## src/logic/cfc_pkg.sv

```systemverilog
// Purpose: shared constants and types of the compensation filter
// Assumes: one 10 MHz reference clock
// Notes: all filter signals are two's-complement
package cfc_pkg;
    localparam int ERR_W = 6;
    localparam int GIN_W = 9;
    localparam int COEF_W = 12;
    localparam int PROD_W = 20;
    localparam int OUT_W = 16;
    localparam int DAC_W = 10;
    localparam int KS_W = 3;
    localparam int PER_W = 12;
    localparam int NUM_DROP = 3;
    localparam int KS_DROP = 3;
    localparam int DEN_DROP = 8;
    localparam int FO_DROP = 11;
    localparam int COEF_FRAC = 11;
    localparam int ACC_W = 24;
    localparam int WIDE_W = 32;
    localparam int REF_CLK_HZ = 10_000_000;
    localparam int REF_CLK_PERIOD_NS = 1_000_000_000 / REF_CLK_HZ;
    localparam int MOD_CLK_HZ = 250_000_000;
    localparam int MOD_PHASES = 16;
    localparam int PH_W = $clog2(MOD_PHASES);
    localparam int MOD_STEP_PS = 1_000_000 / ((MOD_CLK_HZ / 1_000_000)
                                * MOD_PHASES);
    localparam int PWM_GAIN_SHIFT = 15;
    localparam int EDGE_SHIFT = PWM_GAIN_SHIFT - PH_W;
    localparam int DAC_FULL_MV = 1600;
    localparam int ERR_LSB_PER_V = 125;
    localparam int ERR_MV_PER_LSB = 1000 / ERR_LSB_PER_V;
    localparam int NL_KNEE1 = 4;
    localparam int NL_KNEE2 = 12;
    localparam int NL_OFS2 = 8;
    localparam int NL_OFS3 = 56;
    localparam logic [DAC_W-1:0] DAC_RST = 10'h000;
    localparam logic signed [OUT_W-1:0] OUT_RST = 16'sh0000;

    typedef enum logic [4:0] {
        ST_IDLE = 5'h01,
        ST_GAIN = 5'h02,
        ST_SEC2 = 5'h04,
        ST_SEC1 = 5'h08,
        ST_PUSH = 5'h10
    } cfc_state_type;
endpackage

```

## src/logic/cfc_filter_top.sv

```systemverilog
// Purpose: fixed-point compensation filter with pulse modulator
// Assumes: error word stable through the fourth rising edge after its strobe rises
// Notes: one instance per regulated rail
// Operation
// Front end error (reference minus rail) arrives as 6-bit signed sample.
// 10-bit reference code spans 0 V to 1.6 V, set by processor.
// Nonlinear gain maps each 6-bit error to a 9-bit filter input.
// Gain is high for large errors and low near zero.
// Coefficients are 12-bit integers; each product is 20 bits; the code keeps feedback and first-order products at 29 bits.
// Filter output is 16 bits; all path signals are signed.
// Every product drops low bits by rounding, never truncation; the code truncates the low bits of the modulator product edge_prod.
// Feed-forward products drop their lowest 3 bits with rounding.
// The binary left-shift gain also drops 3 low bits.
// Feedback products drop their lowest 8 bits with rounding.
// Accumulators only add; feedback coefficients are stored negated.
// Software rounds coefficients times 2^(11-Kscale), negating feedback ones.
// Modulator scales output by period value and compares with ramp.
// Modulator edge placed in 16 phases of 250 MHz, 250 ps steps.
// Each rail's filter runs in logic without the processor.
// A first-order section (z+zero coef)/(z-pole coef) follows.
// Kick-start holds width by clamping; both sections share clamps.
// Software normally zeroes both first-order coefficients.
// Second-order output is shifted sum of three input, two output terms.
// Error code step is 8 mV, gain 125 LSB per volt.
// Output saturates at 16-bit range or clamps, never wraps.
// One output per sample; history shifts one place per sample.
`timescale 1ns/10ps
module cfc_filter_top #(
    parameter int PER_W = cfc_pkg::PER_W
) (
    // Clock and reset
    input wire logic ref_clk_i,
    input wire logic rst_i,
    // Error front end
    input wire logic signed [cfc_pkg::ERR_W-1:0] err_sample_i,
    input wire logic err_strobe_i,
    // Reference code
    input wire logic [cfc_pkg::DAC_W-1:0] ref_code_i,
    output logic [cfc_pkg::DAC_W-1:0] ref_dac_o,
    // Second-order coefficients and gain
    input wire logic signed [cfc_pkg::COEF_W-1:0] coef_b0_i,
    input wire logic signed [cfc_pkg::COEF_W-1:0] coef_b1_i,
    input wire logic signed [cfc_pkg::COEF_W-1:0] coef_b2_i,
    input wire logic signed [cfc_pkg::COEF_W-1:0] coef_a1_i,
    input wire logic signed [cfc_pkg::COEF_W-1:0] coef_a2_i,
    input wire logic [cfc_pkg::KS_W-1:0] kscale_i,
    // First-order coefficients
    input wire logic signed [cfc_pkg::COEF_W-1:0] first_order_zero_coef_i,
    input wire logic signed [cfc_pkg::COEF_W-1:0] first_order_pole_coef_i,
    // Clamps and kick-start
    input wire logic signed [cfc_pkg::OUT_W-1:0] clamp_hi_i,
    input wire logic signed [cfc_pkg::OUT_W-1:0] clamp_lo_i,
    input wire logic kick_start_i,
    // Modulator
    input wire logic [PER_W-1:0] switch_period_value_i,
    output logic pwm_o,
    output logic [cfc_pkg::PH_W-1:0] edge_phase_o,
    // Status
    output logic signed [cfc_pkg::OUT_W-1:0] filt_out_o,
    output logic filt_valid_o,
    output logic overrun_o
);
    import cfc_pkg::*;

    typedef struct packed {
        cfc_state_type st;
        logic sy1;
        logic sy2;
        logic sy3;
        logic stb;
        logic signed [ERR_W-1:0] err;
        logic signed [GIN_W-1:0] x1;
        logic signed [GIN_W-1:0] x2;
        logic signed [OUT_W-1:0] y1;
        logic signed [OUT_W-1:0] y2;
        logic signed [OUT_W-1:0] u;
        logic signed [OUT_W-1:0] u1;
        logic signed [OUT_W-1:0] v1;
        logic signed [OUT_W-1:0] filt;
        logic push;
        logic fvalid;
        logic ovr;
        logic [PER_W-1:0] ramp;
        logic [PER_W-1:0] coarse;
        logic [PH_W-1:0] phase;
        logic pwm;
        logic [DAC_W-1:0] dac;
    } cfc_core_state_type;

    cfc_core_state_type r_q;
    cfc_core_state_type r_d;

    logic signed [GIN_W-1:0] x0;
    logic buf_in_ready;
    logic buf_out_valid;
    logic buf_out_ready;
    logic [OUT_W-1:0] buf_out_data;
    logic stb_event;
    logic signed [ACC_W-1:0] acc;
    logic signed [WIDE_W-1:0] shifted;
    logic signed [WIDE_W-1:0] fo_sum;
    logic signed [OUT_W-1:0] lo;
    logic signed [OUT_W-1:0] hi;
    logic signed [OUT_W-1:0] y_new;
    logic signed [OUT_W-1:0] v_new;
    logic wrap;
    logic [OUT_W-2:0] duty_pos;
    logic [OUT_W-1+PER_W-1:0] edge_prod;
    logic [OUT_W-1:0] edge_fine;

    // Feed-forward term, rounded
    function automatic logic signed [ACC_W-1:0] num_term(
        input logic signed [GIN_W-1:0] x,
        input logic signed [COEF_W-1:0] c
    );
        logic signed [GIN_W+COEF_W-1:0] p;
        logic signed [PROD_W:0] r;
        p = x * c;
        r = {p[PROD_W-1], p[PROD_W-1:0]};
        r = r + (PROD_W+1)'(1 << (NUM_DROP - 1));
        num_term = ACC_W'(r >>> NUM_DROP);
    endfunction

    // Feedback term, rounded
    function automatic logic signed [ACC_W-1:0] den_term(
        input logic signed [OUT_W-1:0] y,
        input logic signed [COEF_W-1:0] c
    );
        logic signed [OUT_W+COEF_W:0] p;
        p = y * c;
        p = p + (OUT_W+COEF_W+1)'(1 << (DEN_DROP - 1));
        den_term = ACC_W'(p >>> DEN_DROP);
    endfunction

    // First-order term with fractional coefficient, rounded
    function automatic logic signed [WIDE_W-1:0] fo_term(
        input logic signed [OUT_W-1:0] y,
        input logic signed [COEF_W-1:0] c
    );
        logic signed [OUT_W+COEF_W:0] p;
        p = y * c;
        p = p + (OUT_W+COEF_W+1)'(1 << (FO_DROP - 1));
        fo_term = WIDE_W'(p >>> FO_DROP);
    endfunction

    // Clamp straight to the high and low clamps, which lie within 16 bits
    function automatic logic signed [OUT_W-1:0] limit(
        input logic signed [WIDE_W-1:0] v,
        input logic signed [OUT_W-1:0] l,
        input logic signed [OUT_W-1:0] h
    );
        logic signed [WIDE_W-1:0] t;
        t = v;
        if (t > WIDE_W'(h)) begin
            t = WIDE_W'(h);
        end
        if (t < WIDE_W'(l)) begin
            t = WIDE_W'(l);
        end
        limit = OUT_W'(t);
    endfunction

    cfc_nl_gain u_gain (
        .ref_clk_i(ref_clk_i),
        .rst_i(rst_i),
        .err_i(r_q.err),
        .gain_o(x0)
    );

    cfc_buf2 #(
        .WIDTH(OUT_W),
        .DEPTH(2)
    ) u_buf (
        .ref_clk_i(ref_clk_i),
        .rst_i(rst_i),
        .in_valid_i(r_q.push),
        .in_ready_o(buf_in_ready),
        .in_data_i(r_q.filt),
        .out_valid_o(buf_out_valid),
        .out_ready_i(buf_out_ready),
        .out_data_o(buf_out_data)
    );

    always_comb begin
        r_d = r_q;
        r_d.sy1 = err_strobe_i;
        r_d.sy2 = r_q.sy1;
        r_d.sy3 = r_q.sy2;
        if (r_q.sy2 == r_q.sy3) begin
            r_d.stb = r_q.sy3;
        end
        stb_event = (r_q.sy2 == r_q.sy3) && r_q.sy3 && !r_q.stb;
        r_d.dac = ref_code_i;
        r_d.fvalid = 1'b0;
        r_d.ovr = stb_event && (r_q.st != ST_IDLE);

        // Kick-start collapses both clamps onto the low limit
        lo = clamp_lo_i;
        hi = kick_start_i ? clamp_lo_i : clamp_hi_i;

        acc = num_term(x0, coef_b0_i)
            + num_term(r_q.x1, coef_b1_i)
            + num_term(r_q.x2, coef_b2_i)
            + den_term(r_q.y1, coef_a1_i)
            + den_term(r_q.y2, coef_a2_i);
        shifted = WIDE_W'(acc) <<< kscale_i;
        shifted = (shifted + WIDE_W'(1 << (KS_DROP - 1))) >>> KS_DROP;
        y_new = limit(shifted, lo, hi);

        fo_sum = WIDE_W'(r_q.u)
               + fo_term(r_q.u1, first_order_zero_coef_i)
               + fo_term(r_q.v1, first_order_pole_coef_i);
        v_new = limit(fo_sum, lo, hi);

        // Free-running sequencer, no processor involvement
        case (r_q.st)
            ST_IDLE: begin
                if (stb_event) begin
                    r_d.err = err_sample_i;
                    r_d.st = ST_GAIN;
                end
            end
            ST_GAIN: begin
                r_d.st = ST_SEC2;
            end
            ST_SEC2: begin
                r_d.x1 = x0;
                r_d.x2 = r_q.x1;
                r_d.y1 = y_new;
                r_d.y2 = r_q.y1;
                r_d.u = y_new;
                r_d.st = ST_SEC1;
            end
            ST_SEC1: begin
                r_d.u1 = r_q.u;
                r_d.v1 = v_new;
                r_d.filt = v_new;
                r_d.fvalid = 1'b1;
                r_d.push = 1'b1;
                r_d.st = ST_PUSH;
            end
            ST_PUSH: begin
                if (buf_in_ready) begin
                    r_d.push = 1'b0;
                    r_d.st = ST_IDLE;
                end
            end
            default: begin
                r_d.push = 1'b0;
                r_d.st = ST_IDLE;
            end
        endcase

        // Ramp counter; new width taken at the end of a period
        wrap = (r_q.ramp >= switch_period_value_i - 1'b1)
            || (switch_period_value_i == '0);
        buf_out_ready = wrap;
        r_d.ramp = wrap ? '0 : r_q.ramp + 1'b1;
        duty_pos = buf_out_data[OUT_W-1] ? '0 : buf_out_data[OUT_W-2:0];
        edge_prod = duty_pos * switch_period_value_i;
        edge_fine = OUT_W'(edge_prod >> EDGE_SHIFT);
        if (wrap && buf_out_valid) begin
            r_d.coarse = PER_W'(edge_fine >> PH_W);
            r_d.phase = edge_fine[PH_W-1:0];
        end
        r_d.pwm = r_d.ramp < r_d.coarse;
    end

    always_ff @(posedge ref_clk_i or posedge rst_i) begin
        if (rst_i) begin
            r_q <= '0;
            r_q.st <= ST_IDLE;
            r_q.dac <= DAC_RST;
            r_q.filt <= OUT_RST;
        end else begin
            r_q <= r_d;
        end
    end

    assign ref_dac_o = r_q.dac;
    assign pwm_o = r_q.pwm;
    assign edge_phase_o = r_q.phase;
    assign filt_out_o = r_q.filt;
    assign filt_valid_o = r_q.fvalid;
    assign overrun_o = r_q.ovr;
endmodule

```

## src/logic/cfc_nl_gain.sv

```systemverilog
// Purpose: nonlinear gain table, 6-bit error to 9-bit filter input
// Assumes: input held for one cycle before use
// Notes: read data registered, one cycle latency
`timescale 1ns/10ps
module cfc_nl_gain (
    // Clock and reset
    input wire logic ref_clk_i,
    input wire logic rst_i,
    // Lookup
    input wire logic signed [cfc_pkg::ERR_W-1:0] err_i,
    output logic signed [cfc_pkg::GIN_W-1:0] gain_o
);
    import cfc_pkg::*;

    typedef struct packed {
        logic signed [GIN_W-1:0] gain;
    } cfc_nl_state_type;

    cfc_nl_state_type r_q;
    cfc_nl_state_type r_d;
    logic signed [GIN_W-1:0] table_q [2**ERR_W];

    // Low slope near zero, steep slope for large errors
    function automatic logic signed [GIN_W-1:0] nl_map(input int e);
        int m;
        int g;
        m = (e < 0) ? -e : e;
        if (m <= NL_KNEE1) begin
            g = 2 * m;
        end else if (m <= NL_KNEE2) begin
            g = 4 * m - NL_OFS2;
        end else begin
            g = 8 * m - NL_OFS3;
        end
        nl_map = GIN_W'((e < 0) ? -g : g);
    endfunction

    generate
        for (genvar i = 0; i < 2**ERR_W; i++) begin : g_tab
            assign table_q[i] = nl_map((i >= 2**(ERR_W-1)) ?
                                       i - 2**ERR_W : i);
        end
    endgenerate

    always_comb begin
        r_d = r_q;
        r_d.gain = table_q[$unsigned(err_i)];
    end

    always_ff @(posedge ref_clk_i or posedge rst_i) begin
        if (rst_i) begin
            r_q <= '0;
        end else begin
            r_q <= r_d;
        end
    end

    assign gain_o = r_q.gain;
endmodule

```

## src/logic/cfc_buf2.sv

```systemverilog
// Purpose: two-entry buffer between filter and modulator
// Assumes: valid/ready handshake on both sides
// Notes: full and empty are exact; no word is lost on stall
`timescale 1ns/10ps
module cfc_buf2 #(
    parameter int WIDTH = 16,
    parameter int DEPTH = 2
) (
    // Clock and reset
    input wire logic ref_clk_i,
    input wire logic rst_i,
    // Fill side
    input wire logic in_valid_i,
    output logic in_ready_o,
    input wire logic [WIDTH-1:0] in_data_i,
    // Drain side
    output logic out_valid_o,
    input wire logic out_ready_i,
    output logic [WIDTH-1:0] out_data_o
);
    localparam int AW = (DEPTH > 1) ? $clog2(DEPTH) : 1;

    typedef struct packed {
        logic [DEPTH-1:0][WIDTH-1:0] mem;
        logic [AW-1:0] wp;
        logic [AW-1:0] rp;
        logic [AW:0] cnt;
    } cfc_buf_state_type;

    cfc_buf_state_type r_q;
    cfc_buf_state_type r_d;
    logic wr;
    logic rd;

    function automatic logic [AW-1:0] inc(input logic [AW-1:0] p);
        inc = (p == AW'(DEPTH - 1)) ? '0 : p + 1'b1;
    endfunction

    always_comb begin
        r_d = r_q;
        wr = in_valid_i && (r_q.cnt != (AW+1)'(DEPTH));
        rd = out_ready_i && (r_q.cnt != '0);
        if (wr) begin
            r_d.mem[r_q.wp] = in_data_i;
            r_d.wp = inc(r_q.wp);
        end
        if (rd) begin
            r_d.rp = inc(r_q.rp);
        end
        r_d.cnt = r_q.cnt + (AW+1)'(wr) - (AW+1)'(rd);
    end

    always_ff @(posedge ref_clk_i or posedge rst_i) begin
        if (rst_i) begin
            r_q <= '0;
        end else begin
            r_q <= r_d;
        end
    end

    assign in_ready_o = r_q.cnt != (AW+1)'(DEPTH);
    assign out_valid_o = r_q.cnt != '0;
    assign out_data_o = r_q.mem[r_q.rp];
endmodule

```

## config.mk

```make
export PLATFORM = sky130hd
export DESIGN_NAME = cfc_filter_top
export DESIGN_NICKNAME = d
export VERILOG_FILES = /design/src/logic/cfc_pkg.sv /design/src/logic/cfc_filter_top.sv /design/src/logic/cfc_nl_gain.sv /design/src/logic/cfc_buf2.sv
export SDC_FILE = /design/constraint.sdc
export NUM_CORES = 2
export LEC_CHECK = 0
export BUFFER_PORTS_ARGS = -buffer_cell sky130_fd_sc_hd__clkbuf_2
export CORE_MARGIN = 2
export CORE_UTILIZATION = 35
export CTS_BUF_LIST = sky130_fd_sc_hd__clkbuf_4
export CTS_CLUSTER_SIZE = 10
export DETAILED_ROUTE_END_ITERATION = 8
export GPL_TIMING_DRIVEN = 0
export MAX_ROUTING_LAYER = met4
export PLACE_DENSITY = 0.59
export SLEW_MARGIN = 40
export SYNTH_ARGS = -nofsm -noshare
export SYNTH_HDL_FRONTEND = slang
export SYNTH_SLANG_ARGS = --single-unit
export TNS_END_PERCENT = 100
```

## constraint.sdc

```tcl
create_clock -name ref_clk_i -period 17.05 [get_ports ref_clk_i]
set_clock_uncertainty 0.05 [all_clocks]
set_input_delay 2.5575 -clock ref_clk_i [delete_from_list [all_inputs] [get_ports ref_clk_i]]
set_output_delay 2.5575 -clock ref_clk_i [all_outputs]
set_load 0.01 [all_outputs]
```

==> impl_metrics.tcl <==
set metrics [dict create \
    outcome "completed" \
    drt_pass1_iterations 5 \
    hold_path_class "register to register" \
    viasPerCell 4.98 \
    detail_route.wirelength_mm 163 \
    initial_utilization_pct 35.3 \
    postRouteAntennaNets 0 \
    yosysWarningCount 0 \
    dp.final_hpwl_mm 140 \
    fin_crit_sh_pct 97.7 \
    fin_nets 8809 \
    postCtsHoldBufs 0 \
    cts.sink_count 181 \
    slowest_cell_on_the_critical_path "sky130_fd_sc_hd__fa_2" \
    worst-path-max-fanout 7 \
    worst_slew_margin_rel_pct 41.6 \
    drt_drc_violations_left 0 \
    critical_path_buf_inv_count 10 \
    clk_transition_reported_paths_ns 0.19 \
    placedInstanceArea_um2 63500 \
    worstSkewPairLatency_ns 0.96 \
    die_width_um 417 \
    drt_first_iter_violations 2487 \
    postSynthRegisterBits 181 \
    antenna_found_initial 15 \
    cp.arrival_ns 17.37 \
    grt_start_max_net_pins 64 \
    detailroute.via_count 45560 \
    syn_nets 8593 \
    most_used_cell_cp "sky130_fd_sc_hd__a21o_1" \
    fmax_mhz 60.0 \
    crit_type "input port to register" \
    setup-violations-final 0 \
    cts-root-to-sink-buffers 2 \
    area_growth_syn_to_layout_pct 8.60 \
    placeableCoreArea_um2 169000 \
    globalRouteOverflowTotal 0 \
    cap_violations 0 \
    worst_ep_required_time_ns 17.76 \
    layout-drive-gt1-share_pct 7.93 \
    cts_buffers 17 \
    grt_first_pass_wirelength_mm 264 \
    routedWlPerCell_um 17.8 \
    track_usage_pct 19.8 \
    finish.instance_area_um2 64900 \
    slew_viol_final 0 \
    min_cycle_time_layout_ns 16.66 \
    seq_area_frac_synth_pct 7.58 \
    timing_hold_violations_final 0 \
    ioPinCount 184 \
    synth-edff-count 0 \
    gp_congestion 0.932 \
    syn-mean-instance-area_um2 8.94 \
    cts_root_buffer "sky130_fd_sc_hd__clkbuf_4" \
    first_global_vias 47980 \
    dieArea_um2 174000 \
    post_synth_num_cell_types 94 \
    rows 151 \
    timing.reg2reg.setup_slack_ns 1.17 \
    cts_htree_levels 4 \
    synthArstFlopShare_pct 100 \
    worst_path_largest_cell_delay_ns 0.60 \
    mappedNetlistArea_um2 59800 \
    postSynth.topFlopCell "sky130_fd_sc_hd__dfrtp_1" \
    cts_tree "yes" \
    die_h_um 417 \
    path_delay_family "compound AO/OA/AOI/OAI gates" \
    end_kind "register" \
    place.port_buffers 170 \
    critical_path.startpoint_type "input port" \
    worst_pin_slew_ns 0.852 \
    syn-instance-count 6685 \
]
-- layer usage --
| metal | wire length, µm | up-vias | GRT usage (%) |
|---|---|---|---|
| li1 | - | 21095 | - |
| met1 | 70800 | 23197 | 25.6 |
| met2 | 80100 | 1050 | 32.9 |
| met4 | 4830 | 0 | 5.61 |
| met5 | 0 | - | - |
| met3 | 7030 | 218 | 2.17 |
-- synthesized netlist by cell type (18+ instances only) --
library cell	n	area, µm²
sky130_fd_sc_hd__a211oi_1	19	143
sky130_fd_sc_hd__a21o_1	70	526
sky130_fd_sc_hd__a21oi_1	136	681
sky130_fd_sc_hd__and2_1	468	2930
sky130_fd_sc_hd__and3_1	37	231
sky130_fd_sc_hd__buf_4	30	225
sky130_fd_sc_hd__clkbuf_1	234	878
sky130_fd_sc_hd__dfrtp_1	180	4500
sky130_fd_sc_hd__fa_1	1160	23200
sky130_fd_sc_hd__ha_1	597	7470
sky130_fd_sc_hd__inv_1	1291	4850
sky130_fd_sc_hd__mux2_2	73	822
sky130_fd_sc_hd__mux2i_1	58	581
sky130_fd_sc_hd__nand2_1	1015	3810
sky130_fd_sc_hd__nand2b_1	99	619
sky130_fd_sc_hd__nand3_1	67	335
sky130_fd_sc_hd__nand4_1	33	206
sky130_fd_sc_hd__nor2_1	184	691
sky130_fd_sc_hd__nor2b_1	63	394
sky130_fd_sc_hd__nor3_1	67	335
sky130_fd_sc_hd__o211ai_1	26	195
sky130_fd_sc_hd__o21a_1	27	203
sky130_fd_sc_hd__o21ai_0	125	626
sky130_fd_sc_hd__o21bai_1	24	180
sky130_fd_sc_hd__o31ai_1	18	135
sky130_fd_sc_hd__xnor2_1	194	1700
sky130_fd_sc_hd__xor2_1	93	815
-- area by class of cell --
class                   count  area, µm²
diodes                     15       37.5
well taps                2218       2780
repair buffers            201       1130
flip-flops and latches    181       4530
inverters                1294       4870
plain buffers             279       1240
fillers                 17173     105000
clock buffers              17        128
clock inverters            15        211
multi-input cells        4927      50000
-- placed cells by master (no fill, tap or decap), drive strengths merged, types with 73 or more instances in the layout --
cell / n
and2: 468
xor2: 93
xnor2: 194
o21ai: 127
a21oi: 137
nor2: 184
fa: 1160
inv: 1298
buf: 87
clkbuf: 410
nand2b: 99
dfrtp: 180
ha: 597
nand2: 1016
mux2: 73
-- worst paths after layout --
check | startpoint | end | cells past startpoint
worst max-delay path | coef_b1_i[0] | r_q[99] | 63
worst min-delay path | r_d[164] | r_d[163] | 0
worst max register to register | r_q[154] | r_q[99] | 63
worst min register to register | r_d[164] | r_d[163] | 0
max in group asynchronous | rst_i | r_q[166] | 3
min in group asynchronous | rst_i | r_q[32] | 2
-- kinds of logic after synthesis --
kind of cell | synth area share [%]
xor gates and xnor gates | 4.20
adders and majority gates | 51.3
and+or+nand+nor | 17.1
muxes | 2.50
DFF | 7.58
buffers and inverters | 10.1
AOI/OAI and AO/OA | 7.13
-- through the flow --
stage | TNS, ns | setup slack [ns] | cells | utilization, % | hold slack, ns
floorplan | 0 | 0.00395 | 6685 | - | 0.281
global route | -1.85 | -0.165 | 9147 | 38.3 | 0.334
detailed placement | -37.08 | -2.40 | 9075 | 37.5 | 0.290
finish | 0 | 0.388 | 9147 | 38.3 | 0.327
CTS | 0 | 0.00325 | 9106 | 37.8 | 0.333
global placement | -34.93 | -2.26 | 9073 | 37.4 | 0.289
-- state kept, by name, indices dropped and copies added, names as in the netlist --
name           count
edge_phase_o       4
filt_out_o        16
filt_valid_o       1
overrun_o          1
pwm_o              1
r_d                2
r_q              102
ref_dac_o         10
u_buf.r_q         36
u_gain.gain_o      8
-- timing repair --
action,in CTS,in global routing
setup buffers,2,27
resized for setup,62,151
pin swaps,6,56
endpoints found under the setup margin,16,16
Power is left out: the tool's default activity adds up to more than one toggle a clock period on the data nets, which glitch-free logic cannot reach.
